$ cat src/rtl/mss_pkg.sv
/*
  package for the module status and sleep control block: clock rate, time
  constants with derived cycle counts, serial frame layout, led patterns,
  reset values and the carrier types shared by the design files.
  assumes a single 200 MHz clock for every file that imports it.
*/
package mss_pkg;

  // ------------------------------------------------------------------
  // clock and timebase
  // ------------------------------------------------------------------
  localparam int unsigned CLK_HZ = 200_000_000;
  localparam int unsigned TICK_HZ = 1000;
  localparam int unsigned MS_CYCLES = CLK_HZ / TICK_HZ;

  // ------------------------------------------------------------------
  // serial link
  // ------------------------------------------------------------------
  localparam int unsigned BAUD_DEFAULT = 115200;
  localparam int unsigned BIT_CYCLES = CLK_HZ / BAUD_DEFAULT;
  localparam int unsigned DATA_BITS = 8;
  localparam int unsigned STOP_BITS = 1;

  // ------------------------------------------------------------------
  // pattern times in milliseconds
  // ------------------------------------------------------------------
  localparam int unsigned RI_SMS_MS = 200;
  localparam int unsigned LED_ON_MS = 64;
  localparam int unsigned LED_OFF_SEARCH_MS = 800;
  localparam int unsigned LED_OFF_IDLE_MS = 3000;
  localparam int unsigned LED_OFF_DATA_MS = 300;
  localparam int unsigned MS_CNT_W = 12;

  // ------------------------------------------------------------------
  // reset values
  // ------------------------------------------------------------------
  localparam logic RST_SW_PERMIT = 1'h0;
  localparam logic RST_RI = 1'h1;
  localparam logic RST_LED = 1'h0;
  localparam logic RST_RX_IDLE = 1'h1;

  // ------------------------------------------------------------------
  // types
  // ------------------------------------------------------------------
  typedef enum logic [1:0] {
    MSS_LED_OFF = 2'h0,
    MSS_LED_SEARCH = 2'h1,
    MSS_LED_IDLE = 2'h2,
    MSS_LED_DATA = 2'h3
  } mss_led_mode_t;

  typedef enum logic [1:0] {
    MSS_RX_IDLE = 2'h0,
    MSS_RX_START = 2'h1,
    MSS_RX_DATA = 2'h2,
    MSS_RX_STOP = 2'h3
  } mss_rx_state_t;

  typedef struct packed {
    logic running;
    logic net_found;
    logic data_active;
  } mss_net_status_t;

  typedef struct packed {
    logic valid;
    logic arg;
  } mss_sleep_cmd_t;

  typedef struct packed {
    logic [DATA_BITS-1:0] data;
    logic valid;
    logic frame_err;
  } mss_rx_byte_t;

endpackage : mss_pkg

$ cat src/rtl/mss_top.sv
/*
  module status and sleep control: sleep permission from the host modem
  line and the software setting, ring indicator for calls and messages,
  network status led patterns, and a serial receiver for host text.
  assumes all inputs are synchronous to clock; the command parser outside
  turns the sleep permit command text into a one-cycle strobe with its
  argument.
*/

// Operation
// - a low level on the host modem line forbids sleep.
// - a high level on the host modem line permits sleep.
// - the sleep permit command with argument 0 forbids and with argument 1 permits sleep.
// - after reset the software sleep setting forbids sleep.
// - ring indicator rests high, goes low for an incoming call and returns high when it is answered or dropped.
// - a received short message drives ring indicator low for at least 200 ms, then high.
// - the status led stays off while the module is not running.
// - without a network the led repeats 64 ms on and 800 ms off.
// - with a network and no packet session the led repeats 64 ms on and 3000 ms off.
// - the host controls the device with text commands over the asynchronous serial link.
// - the serial link runs at 115200 bit/s by default, other rates allowed.
// - characters are 8 data bits, no parity, 1 stop bit, no flow control.
module mss_top
  import mss_pkg::*;
#(
  parameter int unsigned MS_DIV = MS_CYCLES,
  parameter int unsigned BAUD = BAUD_DEFAULT
) (
  // clock and reset
  input wire logic clock,
  input wire logic reset_n,
  // host modem line and command
  input wire logic dsr_line,
  input wire mss_sleep_cmd_t sleep_permit_command,
  // call and message events
  input wire logic call_ringing,
  input wire logic sms_received,
  // network state
  input wire mss_net_status_t net_status,
  // serial receive
  input wire logic rx_line,
  output mss_rx_byte_t rx_byte,
  // status outputs
  output logic sleep_active,
  output logic sw_sleep_permit,
  output logic ring_ind,
  output logic net_led
);

  localparam int unsigned BIT_CYC = CLK_HZ / BAUD;
  localparam int unsigned HALF_CYC = BIT_CYC / 2;
  localparam int unsigned BW = $clog2(BIT_CYC + 1);
  // one extra tick covers the unknown phase of the first tick
  localparam logic [MS_CNT_W-1:0] RI_HOLD = MS_CNT_W'(RI_SMS_MS);
  localparam logic [MS_CNT_W-1:0] ON_T = MS_CNT_W'(LED_ON_MS);

  generate
    if (BIT_CYC < 4) begin : g_bad_baud
      $error("mss_top: BAUD too high for the clock");
    end
  endgenerate

  // ------------------------------------------------------------------
  // millisecond timebase
  // ------------------------------------------------------------------
  logic ms_tick;

  mss_tick_div #(
    .DIV(MS_DIV)
  ) u_ms_div (
    .clock(clock),
    .reset_n(reset_n),
    .tick(ms_tick)
  );

  // ------------------------------------------------------------------
  // sleep permission
  // ------------------------------------------------------------------
  logic sw_permit_ff;
  logic nxt_sw_permit;
  logic sleep_ff;
  logic nxt_sleep;

  always_comb begin
    nxt_sw_permit = sw_permit_ff;
    if (sleep_permit_command.valid) begin
      nxt_sw_permit = sleep_permit_command.arg;
    end
    // low line forbids, high line permits; both must agree
    nxt_sleep = dsr_line & sw_permit_ff;
  end

  always_ff @(posedge clock or negedge reset_n) begin
    if (!reset_n) begin
      sw_permit_ff <= RST_SW_PERMIT;
      sleep_ff <= 1'b0;
    end else begin
      sw_permit_ff <= nxt_sw_permit;
      sleep_ff <= nxt_sleep;
    end
  end

  assign sleep_active = sleep_ff;
  assign sw_sleep_permit = sw_permit_ff;

  // ------------------------------------------------------------------
  // ring indicator
  // ------------------------------------------------------------------
  logic [MS_CNT_W-1:0] ri_cnt_ff;
  logic [MS_CNT_W-1:0] nxt_ri_cnt;
  logic ri_ff;
  logic nxt_ri;

  always_comb begin
    nxt_ri_cnt = ri_cnt_ff;
    if (sms_received) begin
      nxt_ri_cnt = RI_HOLD + 1'b1;
    end else if (ms_tick && ri_cnt_ff != '0) begin
      nxt_ri_cnt = ri_cnt_ff - 1'b1;
    end
    // low while a call rings or a message hold runs, high otherwise
    nxt_ri = !(call_ringing || sms_received || ri_cnt_ff != '0);
  end

  always_ff @(posedge clock or negedge reset_n) begin
    if (!reset_n) begin
      ri_cnt_ff <= '0;
      ri_ff <= RST_RI;
    end else begin
      ri_cnt_ff <= nxt_ri_cnt;
      ri_ff <= nxt_ri;
    end
  end

  assign ring_ind = ri_ff;

  // ------------------------------------------------------------------
  // network status led
  // ------------------------------------------------------------------
  mss_led_mode_t mode;
  logic [MS_CNT_W-1:0] off_t;
  logic [MS_CNT_W-1:0] led_cnt_ff;
  logic [MS_CNT_W-1:0] nxt_led_cnt;
  logic led_on_ff;
  logic nxt_led_on;
  mss_led_mode_t mode_ff;

  always_comb begin
    if (!net_status.running) begin
      mode = MSS_LED_OFF;
    end else if (!net_status.net_found) begin
      mode = MSS_LED_SEARCH;
    end else if (net_status.data_active) begin
      mode = MSS_LED_DATA;
    end else begin
      mode = MSS_LED_IDLE;
    end
    case (mode)
      MSS_LED_SEARCH: off_t = MS_CNT_W'(LED_OFF_SEARCH_MS);
      MSS_LED_IDLE: off_t = MS_CNT_W'(LED_OFF_IDLE_MS);
      MSS_LED_DATA: off_t = MS_CNT_W'(LED_OFF_DATA_MS);
      default: off_t = '0;
    endcase
    nxt_led_cnt = led_cnt_ff;
    nxt_led_on = led_on_ff;
    if (mode == MSS_LED_OFF) begin
      nxt_led_cnt = '0;
      nxt_led_on = 1'b0;
    end else if (mode != mode_ff) begin
      // pattern restarts with an on phase on every change into a running mode
      nxt_led_cnt = '0;
      nxt_led_on = 1'b1;
    end else if (ms_tick) begin
      nxt_led_cnt = led_cnt_ff + 1'b1;
      if (led_on_ff && led_cnt_ff == ON_T - 1'b1) begin
        nxt_led_cnt = '0;
        nxt_led_on = 1'b0;
      end else if (!led_on_ff && led_cnt_ff == off_t - 1'b1) begin
        nxt_led_cnt = '0;
        nxt_led_on = 1'b1;
      end
    end
  end

  always_ff @(posedge clock or negedge reset_n) begin
    if (!reset_n) begin
      led_cnt_ff <= '0;
      led_on_ff <= RST_LED;
      mode_ff <= MSS_LED_OFF;
    end else begin
      led_cnt_ff <= nxt_led_cnt;
      led_on_ff <= nxt_led_on;
      mode_ff <= mode;
    end
  end

  assign net_led = led_on_ff;

  // ------------------------------------------------------------------
  // serial receiver, 8 data bits, no parity, 1 stop bit
  // ------------------------------------------------------------------
  mss_rx_state_t rx_st_ff;
  mss_rx_state_t nxt_rx_st;
  logic [BW-1:0] rx_cyc_ff;
  logic [BW-1:0] nxt_rx_cyc;
  logic [2:0] rx_bit_ff;
  logic [2:0] nxt_rx_bit;
  logic [DATA_BITS-1:0] rx_sh_ff;
  logic [DATA_BITS-1:0] nxt_rx_sh;
  mss_rx_byte_t rx_out_ff;
  mss_rx_byte_t nxt_rx_out;

  always_comb begin
    nxt_rx_st = rx_st_ff;
    nxt_rx_cyc = rx_cyc_ff;
    nxt_rx_bit = rx_bit_ff;
    nxt_rx_sh = rx_sh_ff;
    nxt_rx_out = rx_out_ff;
    nxt_rx_out.valid = 1'b0;
    nxt_rx_out.frame_err = 1'b0;
    if (rx_cyc_ff != '0) begin
      nxt_rx_cyc = rx_cyc_ff - 1'b1;
    end
    case (rx_st_ff)
      MSS_RX_IDLE: begin
        if (rx_line == 1'b0) begin
          nxt_rx_st = MSS_RX_START;
          nxt_rx_cyc = BW'(HALF_CYC - 1);
        end
      end
      MSS_RX_START: begin
        if (rx_cyc_ff == '0) begin
          if (rx_line == 1'b0) begin
            nxt_rx_st = MSS_RX_DATA;
            nxt_rx_cyc = BW'(BIT_CYC - 1);
            nxt_rx_bit = '0;
          end else begin
            nxt_rx_st = MSS_RX_IDLE;
          end
        end
      end
      MSS_RX_DATA: begin
        if (rx_cyc_ff == '0) begin
          nxt_rx_sh = {rx_line, rx_sh_ff[DATA_BITS-1:1]};
          nxt_rx_cyc = BW'(BIT_CYC - 1);
          nxt_rx_bit = rx_bit_ff + 1'b1;
          if (rx_bit_ff == 3'(DATA_BITS - 1)) begin
            nxt_rx_st = MSS_RX_STOP; // no parity bit
          end
        end
      end
      MSS_RX_STOP: begin
        if (rx_cyc_ff == '0) begin
          nxt_rx_st = MSS_RX_IDLE;
          // text is handled only while awake
          if (rx_line == 1'b1 && !sleep_ff) begin
            nxt_rx_out.data = rx_sh_ff;
            nxt_rx_out.valid = 1'b1;
          end else if (rx_line == 1'b0) begin
            nxt_rx_out.frame_err = 1'b1;
          end
        end
      end
      default: begin
        nxt_rx_st = MSS_RX_IDLE;
      end
    endcase
  end

  always_ff @(posedge clock or negedge reset_n) begin
    if (!reset_n) begin
      rx_st_ff <= MSS_RX_IDLE;
      rx_cyc_ff <= '0;
      rx_bit_ff <= '0;
      rx_sh_ff <= '0;
      rx_out_ff <= '0;
    end else begin
      rx_st_ff <= nxt_rx_st;
      rx_cyc_ff <= nxt_rx_cyc;
      rx_bit_ff <= nxt_rx_bit;
      rx_sh_ff <= nxt_rx_sh;
      rx_out_ff <= nxt_rx_out;
    end
  end

  assign rx_byte = rx_out_ff;

endmodule // mss_top

$ cat src/rtl/mss_tick_div.sv
/*
  divider that turns the 200 MHz clock into a one-cycle enable pulse once
  every DIV cycles; the status block uses it as its millisecond timebase.
  assumes reset_n is asynchronous and active low.
*/
module mss_tick_div
  import mss_pkg::*;
#(
  parameter int unsigned DIV = MS_CYCLES
) (
  // clock and reset
  input wire logic clock,
  input wire logic reset_n,
  // enable pulse
  output logic tick
);

  localparam int unsigned CW = $clog2(DIV);

  generate
    if (DIV < 2) begin : g_bad_div
      $error("mss_tick_div: DIV must be at least 2");
    end
  endgenerate

  logic [CW-1:0] cnt_ff;
  logic [CW-1:0] nxt_cnt;
  logic tick_ff;
  logic nxt_tick;

  always_comb begin
    nxt_tick = 1'b0;
    nxt_cnt = cnt_ff + 1'b1;
    if (cnt_ff == CW'(DIV - 1)) begin
      nxt_cnt = '0;
      nxt_tick = 1'b1;
    end
  end

  always_ff @(posedge clock or negedge reset_n) begin
    if (!reset_n) begin
      cnt_ff <= '0;
      tick_ff <= 1'b0;
    end else begin
      cnt_ff <= nxt_cnt;
      tick_ff <= nxt_tick;
    end
  end

  assign tick = tick_ff;

endmodule // mss_tick_div

$ cat config.mk
export PLATFORM = sky130hd
export DESIGN_NAME = mss_top
export DESIGN_NICKNAME = d
export VERILOG_FILES = /design/src/rtl/mss_pkg.sv /design/src/rtl/mss_top.sv /design/src/rtl/mss_tick_div.sv
export SDC_FILE = /design/constraint.sdc
export NUM_CORES = 1
export LEC_CHECK = 0
export BUFFER_PORTS_ARGS = -buffer_cell sky130_fd_sc_hd__buf_2
export CAP_MARGIN = 20
export CELL_PAD_IN_SITES_DETAIL_PLACEMENT = 0
export CELL_PAD_IN_SITES_GLOBAL_PLACEMENT = 2
export CORE_ASPECT_RATIO = 0.75
export CORE_MARGIN = 2
export CORE_UTILIZATION = 35
export CTS_CLUSTER_DIAMETER = 60
export CTS_CLUSTER_SIZE = 14
export DETAILED_ROUTE_END_ITERATION = 8
export PLACE_DENSITY_LB_ADDON = 0.1
export SKIP_LAST_GASP = 1
export SYNTH_ARGS = -nofsm -noshare
export SYNTH_HDL_FRONTEND = slang
export SYNTH_HIERARCHICAL = 1
export SYNTH_SLANG_ARGS = --single-unit
$ cat constraint.sdc
create_clock -name clock -period 3.2 [get_ports clock]
set_input_delay 0.32 -clock clock [delete_from_list [all_inputs] [get_ports clock]]
set_output_delay 0.32 -clock clock [all_outputs]
set_load 0.02 [all_outputs]
* Word level (Yosys, flattened, before mapping) *
Cells that the tools add are included.

word-level totals
  latch bits = 0
  memory bits (read-only) = 0
  register bits after elaboration = 83
  memories kept = 0
  output and inout port bits = 14
  word-level logic and storage cells = 103
  RAM bits = 0

cells by class
  reductions and logical operators = 23
  equality and inequality tests = 17
  $lt $le $gt $ge = 0
  multipliers = 0
  $add $sub $neg = 6
  divide/modulo/power cells = 0
  bitwise gates (word level) = 1
  muxes and demuxes = 40
  shift-type cells = 0

operators with widths
  kind                   count
  $mux 12                7
  $mux 11                5
  $pmux 12 s3            1
  $pmux 11 s3            1
  $sub 12x1->12 const B  2
  $mux 2                 10
  $add 18x1->18 const B  1
  $eq 18x18->1 const B   1
  $mux 18                1
  $add 12x1->12 const B  1
  $eq 12x12->1           1
  $eq 12x6->1 const B    1
  $ne 2x2->1 const B     6
  $reduce_bool 12->1     1
  $logic_not 11->1       1
  $reduce_bool 11->1     1
  $sub 11x1->11 const B  1
  $mux 1                 10
  $mux 3                 3
  $eq 2x2->1 const B     4
  $pmux 2 s4             1
  $pmux 3 s2             1
  $reduce_and 5->1       1
  $eq 2x1->1 const B     2
  other kinds (14)       23

* Logic depth before layout (Yosys ltp) *
  depth after elaboration = 13
  gate-level depth with buffers = 10

* By module *
Netlist, hierarchy kept.

modules (own cells, without submodules)
  module        times used  area an instance (µm²)  seq. area each (µm²)  cells an instance
  mss_top       1           3283.1                  1602.8                335
  mss_tick_div  1           897.1                   475.5                 86

* Worst setup path after synthesis *
OpenSTA, ideal clock, no wires.

  kind = register to register
  start = reg rx_cyc_ff[0]
  end = reg rx_out_ff (netlist bit rx_byte[2])
  period minus slack after synthesis = 2.368 ns
  data required time = 3.075 ns
  setup slack = 0.832 ns
  stages on the path, launching flop included = 8
  arrival = 2.244 ns
  path through = dfrtp_1 -> inv_1 -> ha_1 -> or4b_1 -> nor4_4 -> inv_2 -> nor4b_4 -> mux2_2

on the way
  longest elaborated chain between the ends = 2

ends and longest elaborated chain
  element                     line            RTL
  start: declaration          mss_top.sv:204  logic [BW-1:0] rx_cyc_ff;
  start signal: assignment    mss_top.sv:279  rx_cyc_ff <= nxt_rx_cyc;
  $logic_not 11->1            mss_top.sv:253  if (rx_cyc_ff == '0) begin
  $reduce_and 3->1 (no line)  -
  end signal: assignment      mss_top.sv:282  rx_out_ff <= nxt_rx_out;
  end: declaration            mss_top.sv:210  mss_rx_byte_t rx_out_ff;

Every way passes these cells.
A chain may end at the register's enable or synchronous reset.

* Worst setup path after layout *
Ends and elaborated chain as after synthesis.

==> run metrics <==
ANT nets after route 0; Max-Cap Viols 0; total iterations of the first detailed-routing run 4; largest family of logic cells by synthesized area simple AND/OR/NAND/NOR gates; per-cell routed wire length 14.6 um; vias per cell 5.12; adder and majority cell fraction of the synthesized area 0.0239; Layout Nets 468; Primary FF master, synth dfrtp_1; kind of critical path reg -> reg; critical path endpoint category register; Max Transition Viols Final 0; maximum vdd drop 0.225 mV; failing checks negative hold slack; die width 130 um; Starting Density 0.360; routed wire length 8970 um; first-pass GRT wire length 15700 um; TNS Setup 0 ns; worst skew pair latency 0.34 ns; Simple-Gate Fraction of Synth Area 0.247; via count 3151; Mapped Cells 421; Iter 0 DRT Violations 166; FFs w/ async S/R, synth 1.00; HP Class in -> async; DIE AREA 12800 sq um; Ports 25; HPWL Detailed 6330 um; worst-margin pin slew 0.769 ns; core area 11600 sq um; Finish-stage setup viols 0; number of global-route vias before repair 3010; Tmin final 2.64 ns; status finished with violations; Fin. Hold Viols 4; share of cells above drive strength 1 0.166; P&R area growth vs syn 14.8%; Seq/Total Area, Yosys 0.497; maximum clock insertion buffer count 2; Startpoint Class register; multiplexer share of the synthesized area 0.0506; CP Data Arrival Time 2.86 ns; Avg Cell Area, Syn 9.93 sq um; CTS Root Cell clkbuf_16; commonest non-fill, non-tap cells in the layout dfrtp_1 (82), nor2_1 (45), nand2_1 (39); synth warn 6; fillcell total 1150; Leak 2.05 nW; DRC 0; smallest hold slack -0.00776 ns; synth top area cells dfrtp_1 (49%), mux2_2 (4.6%), nor2_1 (4.0%); Placer Congestion 0.753; Row Count 34; Distinct cells, synth 58; Reg area 2080 sq um; area leader, netlist dfrtp_1; pin count of the biggest net entering global routing 47; CTS Hold Bufs 0; Worst EP required 3.42 ns; Synth Register Bits 83; Synthesized Nets 440; RSZ-0062 raised after global routing no; Reg clk slew, reported paths 0.06 ns; Post-Syn Area 4180 sq um; fmax 379 MHz; initial antenna violation count 0; Total Routing Usage GR 0.155; PD cells 479 nW/um^2; Slew headroom 0.485; Die H 98.6 um; period utilization 0.826; Synth top area share 0.491; antenna diode count 0; Post-synth EDFFs 0; Clock Sinks 83; postcts setup bufs 0; Synth Area in Compound Gates 0.104; Synth Area in XOR/XNOR 0.0545; CTS tree built; TritonCTS Buffers 9; PortBufs 24; gr ovfl total 0; commonest non-fill, non-tap cell in the layout dfrtp_1; H-tree Lvls 3; Resized Gates After CTS 0; Setup Skew 0.00797 ns; crit path max fanout 12; Power Total 2.30 mW; multi-input combinational cell area 2010 sq um
==> stage by stage <==
stage               std cells  worst slack, ns  area (sq um)  hold slack [ns]  utilization
floorplan                 421            0.832          4180           0.0244            -
global placement          600            0.593          4500            0.391        0.387
detailed placement        600            0.505          4500            0.386        0.387
CTS                       615            0.514          4800           0.0146        0.413
global route              615            0.362          4800           0.0452        0.413
finish                    615            0.558          4800         -0.00776        0.413
==> flip-flops by register name, summed over array words and instances, names as in the netlist, 2 cells and up, named ones only <==
| register | flops |
|---|---|
| ri_cnt_ff | 12 |
| led_cnt_ff | 12 |
| rx_cyc_ff | 11 |
| rx_sh_ff | 8 |
| rx_bit_ff | 3 |
| rx_byte | 10 |
| mode_ff | 2 |
| u_ms_div/cnt_ff | 18 |
==> power by group <==
| part | switching (mW) | internal, mW | leakage [nW] |
|---|---|---|---|
| sequential | 0.0410 | 1.08 | 1.06 |
| combinational | 0.0698 | 0.0516 | 0.847 |
| clock | 0.409 | 0.641 | 0.144 |
| total | 0.520 | 1.78 | 2.05 |
==> cell usage after synthesis (7+ instances only) <==
library cell and count:
xor2_1 10, a21oi_1 23, nand2b_1 7, nor4_1 13
inv_1 12, nand3_1 17, nor2_1 45, nand4_1 9
xnor2_1 16, o21ai_0 18, clkbuf_1 11, mux2_2 17
nand2_1 39, ha_1 8, nor3_1 13, dfrtp_1 82
==> routing by layer <==
layer,wire length (um),vias to the layer above,GRT usage
li1,-,1577,-
met1,4870,1522,0.240
met2,3670,40,0.206
met3,306,12,0.0434
met4,115,0,0.0471
met5,0,-,0
==> cell families after synthesis <==
kind of cell | count (synthesis)
multiplexers | 19
AND/OR/NAND/NOR | 189
buffers and inverters | 25
XOR/XNOR | 26
adder cells (fa/ha/maj) | 8
AO/OA/AOI/OAI | 71
flip-flops | 83
==> worst max-delay path, cell delays in order (launching register included) <==
cell	delay, ns
dfrtp_1	0.42
inv_1	0.10
ha_1	0.13
or4b_1	0.52
nor4_4	0.19
inv_2	0.17
nor4b_4	0.58
mux2_2	0.41
==> layout make-up <==
type / count / share of cell area
sequential: 83 / 0.433
multi-input combinational: 313 / 0.418
clock buffer: 11 / 0.0527
tap: 162 / 0.0422
timing repair buffer: 29 / 0.0334
clock inverter: 4 / 0.0104
inverter: 13 / 0.0102
==> final timing paths <==
kind / from / to / slack [ns] / cells past startpoint
worst max-delay path: rx_cyc_ff[0]$_DFF_PN0_ / rx_byte[2]$_DFFE_PN0P_ / 0.56 / 7
worst min-delay path: reset_n / ri_cnt_ff[2]$_DFFE_PN0P_ / -0.008 / 1
worst max register to register: rx_cyc_ff[0]$_DFF_PN0_ / rx_byte[2]$_DFFE_PN0P_ / 0.56 / 7
worst min register to register: u_ms_div/cnt_ff[0]$_DFF_PN0_ / u_ms_div/cnt_ff[0]$_DFF_PN0_ / 0.49 / 1
max in group asynchronous: reset_n / rx_sh_ff[5]$_DFFE_PN0P_ / 2.49 / 2
min in group clock: call_ringing / ring_ind$_DFF_PN1_ / 0.10 / 2
Power figures use the tool's default switching activity.
